[src/common/pch_pkg.sv]
// package: offsets, fields, reset values and constants of the pci configuration header block
package pch_pkg;
  // -----------------------------------------------------------------
  // register offsets (byte addresses)
  // -----------------------------------------------------------------
  localparam logic [7:0] CLASS_REVISION_OFS      = 8'h08;
  localparam logic [7:0] COMMAND_STATUS_OFS      = 8'h04;
  localparam logic [7:0] SELFTEST_HDR_LAT_OFS    = 8'h0C;
  // -----------------------------------------------------------------
  // field positions, command/status low half
  // -----------------------------------------------------------------
  localparam int IO_EN_BIT         = 0;
  localparam int MEM_EN_BIT        = 1;
  localparam int BUS_MASTER_BIT    = 2;
  localparam int SPECIAL_CYCLE_BIT = 3;
  localparam int WRITE_INVAL_BIT   = 4;
  localparam int PALETTE_BIT       = 5;
  localparam int PARITY_RESP_BIT   = 6;
  localparam int WAIT_CYCLE_BIT    = 7;
  localparam int SYSTEM_ERR_BIT    = 8;
  // -----------------------------------------------------------------
  // class word contents
  // -----------------------------------------------------------------
  localparam logic [7:0] BASE_CLASS_CODE  = 8'h06;
  localparam logic [7:0] SUB_CLASS_CODE   = 8'h80;
  localparam logic [7:0] INTERFACE_CODE   = 8'h00;
  // arbitrary neutral revision value
  localparam logic [7:0] REVISION_DEFAULT = 8'h01;
  // -----------------------------------------------------------------
  // latency timer
  // -----------------------------------------------------------------
  localparam int         LAT_LSB       = 11;
  localparam int         LAT_MSB       = 15;
  localparam logic [4:0] LAT_RESET     = 5'h00;
  localparam logic [7:0] LAT_GRANULE   = 8'h08;
  // -----------------------------------------------------------------
  // power-on strap positions and values
  // -----------------------------------------------------------------
  localparam int         STRAP_BM_BIT  = 14;
  localparam logic [1:0] STRAP_TGT_VAL = 2'h2;
  // -----------------------------------------------------------------
  // pci commands
  // -----------------------------------------------------------------
  localparam logic [3:0] CMD_SPECIAL   = 4'h1;
  localparam logic [3:0] CMD_IO_RD     = 4'h2;
  localparam logic [3:0] CMD_IO_WR     = 4'h3;
  localparam logic [3:0] CMD_MEM_RD    = 4'h6;
  localparam logic [3:0] CMD_MEM_WR    = 4'h7;
  localparam logic [3:0] CMD_MEM_RDM   = 4'hC;
  localparam logic [3:0] CMD_MEM_RDL   = 4'hE;
  localparam logic [3:0] CMD_MEM_WRI   = 4'hF;
endpackage

[src/rtl/pch_latency_timer.sv]
// latency timer of the pci master: loads on frame start, counts down, flags expiry
module pch_latency_timer
  import pch_pkg::*;
(
  input  wire logic       mclk,
  input  wire logic       rst_n,
  input  wire logic       start,
  input  wire logic       active,
  input  wire logic [7:0] load_value,
  output logic            expired
);
  logic [7:0] count;

  // ---------------------------------------------------------------
  // down counter
  // ---------------------------------------------------------------
  always_ff @(posedge mclk) begin
    if (!rst_n) begin
      count <= 8'h00;
    end else if (start) begin
      count <= load_value;
    end else if (active && count != 8'h00) begin
      count <= count - 8'h01;
    end
  end

  // a zero load counts as already expired, as a master with no slice must yield at once
  always_ff @(posedge mclk) begin
    if (!rst_n) begin
      expired <= 1'b0;
    end else if (start) begin
      expired <= (load_value == 8'h00);
    end else if (active && count <= 8'h01) begin
      expired <= 1'b1;
    end else if (!active) begin
      expired <= 1'b0;
    end
  end
endmodule

[src/rtl/pch_config_regs.sv]
// pci configuration header registers: command bits, class word, latency timer and their effects
//
// Behaviour
// - wait-cycle bit reads zero, no stepping
// - parity response bit read/write, gates perr
// - serr address parity needs both enables
// - parity always generated on driven cycles
// - palette snoop reads zero, not writable
// - write-invalidate reads zero, never issued
// - special-cycle reads zero, never claimed
// - bus master bit gates vme slave acceptance
// - clearing bus master still drains fifo
// - refuse bad-parity address when both set
// - class word fixed, revision read-only
// - self-test fields read zero
// - multifunction and layout read zero
// - latency timer bits 7:3 writable only
// - expired timer without grant drops frame
// - system error bit read/write, gates serr
module pch_config_regs
  import pch_pkg::*;
#(
  parameter logic [7:0] REVISION = pch_pkg::REVISION_DEFAULT
)
(
  input  wire logic        mclk,
  input  wire logic        rst_n,
  input  wire logic        power_on,
  input  wire logic [14:12] vme_strap,
  input  wire logic        cfg_wr,
  input  wire logic        cfg_rd,
  input  wire logic [7:0]  cfg_addr,
  input  wire logic [3:0]  cfg_be,
  input  wire logic [31:0] cfg_wdata,
  output logic      [31:0] cfg_rdata,
  output logic             cfg_rvalid,
  input  wire logic        addr_phase,
  input  wire logic [3:0]  addr_cmd,
  input  wire logic        addr_parity_err,
  input  wire logic        data_parity_err,
  input  wire logic        drive_cycle,
  input  wire logic [35:0] drive_ad_cbe,
  output logic             par_out,
  output logic             perr_n,
  output logic             serr_n,
  output logic             target_claim,
  input  wire logic        mst_req_cmd_valid,
  input  wire logic [3:0]  mst_req_cmd,
  output logic      [3:0]  mst_cmd,
  input  wire logic        mst_start,
  input  wire logic        mst_frame_asserted,
  input  wire logic        irdy_asserted,
  input  wire logic        trdy_asserted,
  input  wire logic        gnt_asserted,
  output logic             frame_release,
  input  wire logic        vme_cycle_req,
  output logic             vme_cycle_accept,
  input  wire logic        fifo_push_req,
  input  wire logic        fifo_not_empty,
  output logic             fifo_push_allow,
  output logic             fifo_drain_allow
);
  logic       parity_response_en;
  logic       system_error_en;
  logic       bus_master_en;
  logic       target_memory_en;
  logic       target_io_en;
  logic       strap_bm;
  logic       strap_tgt;
  logic [4:0] latency_timer;
  logic       lat_expired;
  logic [7:0] lat_load;
  logic [15:0] command_low;
  logic [31:0] selftest_header_latency_word;
  logic [31:0] class_revision_word;
  logic        is_mem_cmd;
  logic        is_io_cmd;
  logic        wr_cmd;
  logic        wr_misc;

  assign wr_cmd  = cfg_wr && cfg_addr == COMMAND_STATUS_OFS;
  assign wr_misc = cfg_wr && cfg_addr == SELFTEST_HDR_LAT_OFS;

  // ---------------------------------------------------------------
  // power-on straps
  // ---------------------------------------------------------------
  // captured only during power-on so that later resets reload the same value
  always_ff @(posedge mclk) begin
    if (power_on) begin
      strap_bm <= vme_strap[STRAP_BM_BIT];
    end
  end

  // memory and io enables share one strap decode, so both always come up alike
  always_ff @(posedge mclk) begin
    if (power_on) begin
      strap_tgt <= (vme_strap[13:12] == STRAP_TGT_VAL);
    end
  end

  // ---------------------------------------------------------------
  // command bits
  // ---------------------------------------------------------------
  always_ff @(posedge mclk) begin
    if (!rst_n) begin
      parity_response_en <= 1'b0;
    end else if (wr_cmd && cfg_be[0]) begin
      parity_response_en <= cfg_wdata[PARITY_RESP_BIT];
    end
  end

  always_ff @(posedge mclk) begin
    if (!rst_n) begin
      system_error_en <= 1'b0;
    end else if (wr_cmd && cfg_be[1]) begin
      system_error_en <= cfg_wdata[SYSTEM_ERR_BIT];
    end
  end

  // a reset during power-on sees the strap directly, since the capture flop is not yet loaded
  always_ff @(posedge mclk) begin
    if (!rst_n) begin
      bus_master_en <= power_on ? vme_strap[STRAP_BM_BIT] : strap_bm;
    end else if (wr_cmd && cfg_be[0]) begin
      bus_master_en <= cfg_wdata[BUS_MASTER_BIT];
    end
  end

  always_ff @(posedge mclk) begin
    if (!rst_n) begin
      target_memory_en <= power_on ? (vme_strap[13:12] == STRAP_TGT_VAL) : strap_tgt;
    end else if (wr_cmd && cfg_be[0]) begin
      target_memory_en <= cfg_wdata[MEM_EN_BIT];
    end
  end

  always_ff @(posedge mclk) begin
    if (!rst_n) begin
      target_io_en <= power_on ? (vme_strap[13:12] == STRAP_TGT_VAL) : strap_tgt;
    end else if (wr_cmd && cfg_be[0]) begin
      target_io_en <= cfg_wdata[IO_EN_BIT];
    end
  end

  // ---------------------------------------------------------------
  // latency timer field
  // ---------------------------------------------------------------
  // only bits 7:3 are stored; the low three read zero, fixing an eight-clock granularity
  always_ff @(posedge mclk) begin
    if (!rst_n) begin
      latency_timer <= LAT_RESET;
    end else if (wr_misc && cfg_be[1]) begin
      latency_timer <= cfg_wdata[LAT_MSB:LAT_LSB];
    end
  end

  // ---------------------------------------------------------------
  // read mux
  // ---------------------------------------------------------------
  always_comb begin
    command_low = 16'h0000;
    command_low[PARITY_RESP_BIT] = parity_response_en;
    command_low[SYSTEM_ERR_BIT]  = system_error_en;
    command_low[BUS_MASTER_BIT]  = bus_master_en;
    command_low[MEM_EN_BIT]      = target_memory_en;
    command_low[IO_EN_BIT]       = target_io_en;
    // wait, palette, invalidate and special-cycle bits stay zero
  end

  // self-test, header and low byte all zero
  assign selftest_header_latency_word = {16'h0000, latency_timer, 3'h0, 8'h00};
  assign class_revision_word = {BASE_CLASS_CODE, SUB_CLASS_CODE, INTERFACE_CODE, REVISION};

  always_ff @(posedge mclk) begin
    if (!rst_n) begin
      cfg_rvalid <= 1'b0;
    end else begin
      cfg_rvalid <= cfg_rd;
    end
  end

  // unmapped offsets read zero, and writes to them are dropped by the decode above
  always_ff @(posedge mclk) begin
    if (!rst_n) begin
      cfg_rdata <= 32'h0000_0000;
    end else if (cfg_rd) begin
      unique case (cfg_addr)
        COMMAND_STATUS_OFS:   cfg_rdata <= {16'h0000, command_low};
        CLASS_REVISION_OFS:   cfg_rdata <= class_revision_word;
        SELFTEST_HDR_LAT_OFS: cfg_rdata <= selftest_header_latency_word;
        default:              cfg_rdata <= 32'h0000_0000;
      endcase
    end
  end

  // ---------------------------------------------------------------
  // parity reporting and target decode
  // ---------------------------------------------------------------
  // parity is even across ad and c/be regardless of the response bit
  always_ff @(posedge mclk) begin
    if (!rst_n) begin
      par_out <= 1'b0;
    end else if (drive_cycle) begin
      par_out <= ^drive_ad_cbe;
    end
  end

  always_ff @(posedge mclk) begin
    if (!rst_n) begin
      perr_n <= 1'b1;
    end else begin
      perr_n <= !(data_parity_err && parity_response_en);
    end
  end

  always_ff @(posedge mclk) begin
    if (!rst_n) begin
      serr_n <= 1'b1;
    end else begin
      serr_n <= !(addr_phase && addr_parity_err && parity_response_en && system_error_en);
    end
  end

  always_comb begin
    is_mem_cmd = addr_cmd == CMD_MEM_RD || addr_cmd == CMD_MEM_WR || addr_cmd == CMD_MEM_RDM ||
                 addr_cmd == CMD_MEM_RDL || addr_cmd == CMD_MEM_WRI;
    is_io_cmd  = addr_cmd == CMD_IO_RD || addr_cmd == CMD_IO_WR;
  end

  // special cycles fall in neither class and are never claimed; palette addresses get no special path
  always_ff @(posedge mclk) begin
    if (!rst_n) begin
      target_claim <= 1'b0;
    end else begin
      target_claim <= addr_phase &&
                      ((is_mem_cmd && target_memory_en) || (is_io_cmd && target_io_en)) &&
                      !(addr_parity_err && parity_response_en && system_error_en);
    end
  end

  // ---------------------------------------------------------------
  // master command and latency timer
  // ---------------------------------------------------------------
  // a requested write-and-invalidate is issued as a plain memory write
  always_ff @(posedge mclk) begin
    if (!rst_n) begin
      mst_cmd <= CMD_MEM_WR;
    end else if (mst_req_cmd_valid) begin
      mst_cmd <= (mst_req_cmd == CMD_MEM_WRI) ? CMD_MEM_WR : mst_req_cmd;
    end
  end

  assign lat_load = {latency_timer, 3'h0};

  pch_latency_timer u_lat (
    .mclk       (mclk),
    .rst_n      (rst_n),
    .start      (mst_start),
    .active     (mst_frame_asserted),
    .load_value (lat_load),
    .expired    (lat_expired)
  );

  always_ff @(posedge mclk) begin
    if (!rst_n) begin
      frame_release <= 1'b0;
    end else begin
      frame_release <= lat_expired && mst_frame_asserted && irdy_asserted &&
                       trdy_asserted && !gnt_asserted;
    end
  end

  // ---------------------------------------------------------------
  // vme slave gating
  // ---------------------------------------------------------------
  always_ff @(posedge mclk) begin
    if (!rst_n) begin
      vme_cycle_accept <= 1'b0;
    end else begin
      vme_cycle_accept <= vme_cycle_req && bus_master_en;
    end
  end

  // pushes stop while the bit is clear; draining stays open so posted data is never stranded
  always_ff @(posedge mclk) begin
    if (!rst_n) begin
      fifo_push_allow <= 1'b0;
    end else begin
      fifo_push_allow <= fifo_push_req && bus_master_en;
    end
  end

  always_ff @(posedge mclk) begin
    if (!rst_n) begin
      fifo_drain_allow <= 1'b0;
    end else begin
      fifo_drain_allow <= fifo_not_empty;
    end
  end
endmodule

[config.mk]
export PLATFORM = sky130hd
export DESIGN_NAME = pch_config_regs
export DESIGN_NICKNAME = d
export VERILOG_FILES = /design/src/common/pch_pkg.sv /design/src/rtl/pch_latency_timer.sv /design/src/rtl/pch_config_regs.sv
export SDC_FILE = /design/constraint.sdc
export NUM_CORES = 1
export LEC_CHECK = 0
export BUFFER_PORTS_ARGS = -buffer_cell sky130_fd_sc_hd__buf_2
export CAP_MARGIN = 40
export CORE_MARGIN = 2
export CORE_UTILIZATION = 39
export CTS_BUF_LIST = sky130_fd_sc_hd__clkbuf_16
export CTS_CLUSTER_SIZE = 16
export DETAILED_ROUTE_END_ITERATION = 10
export PLACE_DENSITY_LB_ADDON = 0.1
export RECOVER_POWER = 100
export SLEW_MARGIN = 20
export SYNTH_ARGS = -nofsm -noshare
export SYNTH_HDL_FRONTEND = slang
export SYNTH_SLANG_ARGS = --single-unit
[constraint.sdc]
create_clock -name mclk -period 2.1 [get_ports mclk]
set_input_delay 0.525 -clock mclk [delete_from_list [all_inputs] [get_ports mclk]]
set_output_delay 0.525 -clock mclk [all_outputs]
set_load 0.02 [all_outputs]
==> flow_metrics.tcl <==
set metrics [dict create \
    place_inst 436 \
    drive_gt1_share_pct 26.0 \
    synth_cells 262 \
    cts_root_buffer "clkbuf_16" \
    yosys.area.top_type "dfxtp_1" \
    rr_startpoint "u_lat.count[0]" \
    hold-worst-slack_ns 0.404 \
    grt_first_pass_wirelength_mm 7.76 \
    ios 154 \
    multiInputGateArea_sq_um 1300 \
    holdPathStages 2 \
    outcome "completed" \
    clockPowerShare_pct 35.2 \
    post-route-period-util_pct 89.3 \
    dpl_cell_area_sq_um 2940 \
    clock_sinks 45 \
    cts.hold.buffers_added 0 \
    synth_top_area_share_pct 34.6 \
    p_int_mw 1.60 \
    critPathLaunchType "input port" \
    fin_ws_ns 0.225 \
    crit_fanout 5 \
    drc 0 \
    syn_to_final_growth_pct 25.0 \
    post-place-ws_ns -0.0497 \
    fin_util_pct 50.9 \
    ys.flop_type "dfxtp_1" \
    setup_tns_ns 0 \
    arrival_ns 2.05 \
    layout.nets 480 \
    die_w_um 82.9 \
    vias 1994 \
    finClkSkew_ns 0.00593 \
    drv_cap 0 \
    switching_share_pct 26.9 \
    hp-class "input port to flop" \
    cts_tree "yes" \
    io_buffers 110 \
    fill_cells 610 \
    crit_slowest_cell "or4_4" \
    leakagePower_nw 1.34 \
    relSlewSlack_pct 42.7 \
    die-area_sq_um 6870 \
    fin_area_sq_um 3030 \
    fin_cells 444 \
    synth_area_sq_um 2430 \
    max_freq_mhz 533 \
    drt-total-wl_mm 4.81 \
    crit_type "input port to flop" \
    worst_pin_slew_ns 0.859 \
    firstDrtPassIters 4 \
    rsz0062_at_grt "false" \
    synth_warnings 0 \
    peakVddDrop_uv 309 \
    yosys-top-cells-area "dfxtp_1 35%, xnor2_1 11%, buf_4 6.5%" \
    initial_utilization_pct 40.8 \
    cts_made_buffers 5 \
    drt_iter0_markers 61 \
    regArea_sq_um 931 \
    synth_commonest_cells "42 x dfxtp_1, 31 x xnor2_1, 21 x buf_4, 19 x a21oi_1, 18 x nor2b_1" \
    min_to "frame_release" \
    cts_max_level 2 \
    post-route-min-period_ns 1.88 \
    grt_overflow 0 \
    viasPerCell 4.49 \
    grt_usage_pct 13.3 \
    finalSetupViolCount 0 \
    r2r-end "u_lat.count[3]" \
    cellPowerDensity_nw_per_um2 720 \
    finalPower_mw 2.19 \
    clkTransAtPathRegs_ns 0.06 \
    grt_pass1_vias 1738 \
    power_switching_uw 588 \
    hp-start "gnt_asserted" \
    post-synth-top-count-cell "dfxtp_1" \
    cts-resized-gates 0 \
    core_sq_um 5960 \
    r2r_slack_ns 0.31 \
    critPathMaxStageDelay_ns 0.54 \
    cts.path.max_buffers 2 \
    drv_slew 0 \
    synth.distinct_cells 43 \
    hold_viol 0 \
    place_congestion 0.783 \
    routedWlPerCell_um 10.8 \
    worst_r2r_path_depth 7 \
    fp.dieH_um 82.9 \
    combPwrFrac_pct 22.6 \
    grt_start_max_net_pins 23 \
    synth_edf_count 3 \
    post_cts_buffers 0 \
    ant_nets 0 \
    end_kind "flop" \
    insertion_delay_ns 0.28 \
    path_cells "buf_2 -> or4_4 -> nor4_2 -> nand4_2 -> mux2i_1 -> nor2b_1" \
    required_ns 2.27 \
    yosysSeqAreaShare_pct 38.4 \
    dp_hpwl_mm 3.82 \
    ys_ff_latch 45 \
    async_flop_share_pct 0 \
    num_rows 28 \
    pwr-share-seq_pct 42.2 \
    antenna_found_initial 0 \
    antenna-diode-count 0 \
    syn_avg_cell_area_sq_um 9.26 \
]
[cell families (layout without fill, tap and decap cells)]
kind of cell | Yosys count | count (layout) | share of synthesized area, %
xor gates and xnor gates | 37 | 37 | 13.9
muxes | 14 | 14 | 5.88
adders and majority gates | 3 | 3 | 1.55
other | 1 | 19 | 0.154
AOI/OAI and AO/OA | 38 | 38 | 9.23
and+or+nand+nor | 83 | 83 | 20.7
DFF | 45 | 45 | 38.4
buffers and inverters | 41 | 130 | 10.2
[final cells by class]
cell class	instances	area share, %
clock inverters	3	0.701
inverters	10	1.24
repair buffers	112	17.2
multi-input cells	194	42.9
well taps	75	3.09
clock buffers	5	4.12
flip-flops and latches	45	30.7
[sequential cells by signal, indices dropped and copies added, names as in the netlist, 4 cells and up]
signal	count
latency_timer	5
mst_cmd	4
cfg_rdata	11
u_lat.count	8
[worst max path at each step]
| stage | start | to | slack, ns | cells after the start |
|---|---|---|---|---|
| finish | cfg_addr[5] | latency_timer[1] | 0.22 | 6 |
| global route | cfg_addr[5] | latency_timer[3] | 0.09 | 6 |
| CTS | cfg_addr[5] | target_io_en | 0.24 | 6 |
| detailed placement | cfg_addr[5] | target_memory_en | -0.05 | 6 |
| global placement | cfg_addr[5] | target_memory_en | -0.07 | 6 |
| floorplan | cfg_addr[5] | bus_master_en | 0.13 | 6 |
[power groups by stage]
stage / logic, mW / clock network (mW) / registers, mW
final: 0.494 / 0.769 / 0.922
after global routing: 0.551 / 0.822 / 0.926
after global placement: 0.501 / 0 / 0.940
after detailed placement: 0.508 / 0 / 0.941
after floorplan: 0.370 / 0 / 0.959
after CTS: 0.510 / 0.789 / 0.921
[critical path, delay by kind of cell]
kind	cells	cell delay, ns
buf+inv	1	0.09
simple gates	4	1.21
mux	1	0.23
[placed cells by master (no fill, tap or decap), types with 2 or more instances in the layout]
cell type,instances
a21boi_0,7
nand4_1,2
nand3_1,13
nor2b_1,18
and2_1,2
nor3b_1,3
nor2_1,11
o21ai_0,6
and3_1,6
buf_2,81
clkbuf_16,5
conb_1,19
xnor2_1,31
clkbuf_1,30
mux2i_1,12
nand2b_1,7
nor3_1,3
ha_1,3
nand2_1,9
edfxtp_1,3
nand3b_1,2
dfxtp_1,42
a21oi_1,19
inv_1,10
xor2_1,5
[routing by layer]
metal,up-vias,GRT usage (%),routed length (um)
li1,1051,-,-
met1,869,17.2,2200
met2,72,22.3,2270
met3,2,2.29,303
met4,0,4.92,40
met5,-,0,0
Note: power is estimated with default switching activity, not from simulation.
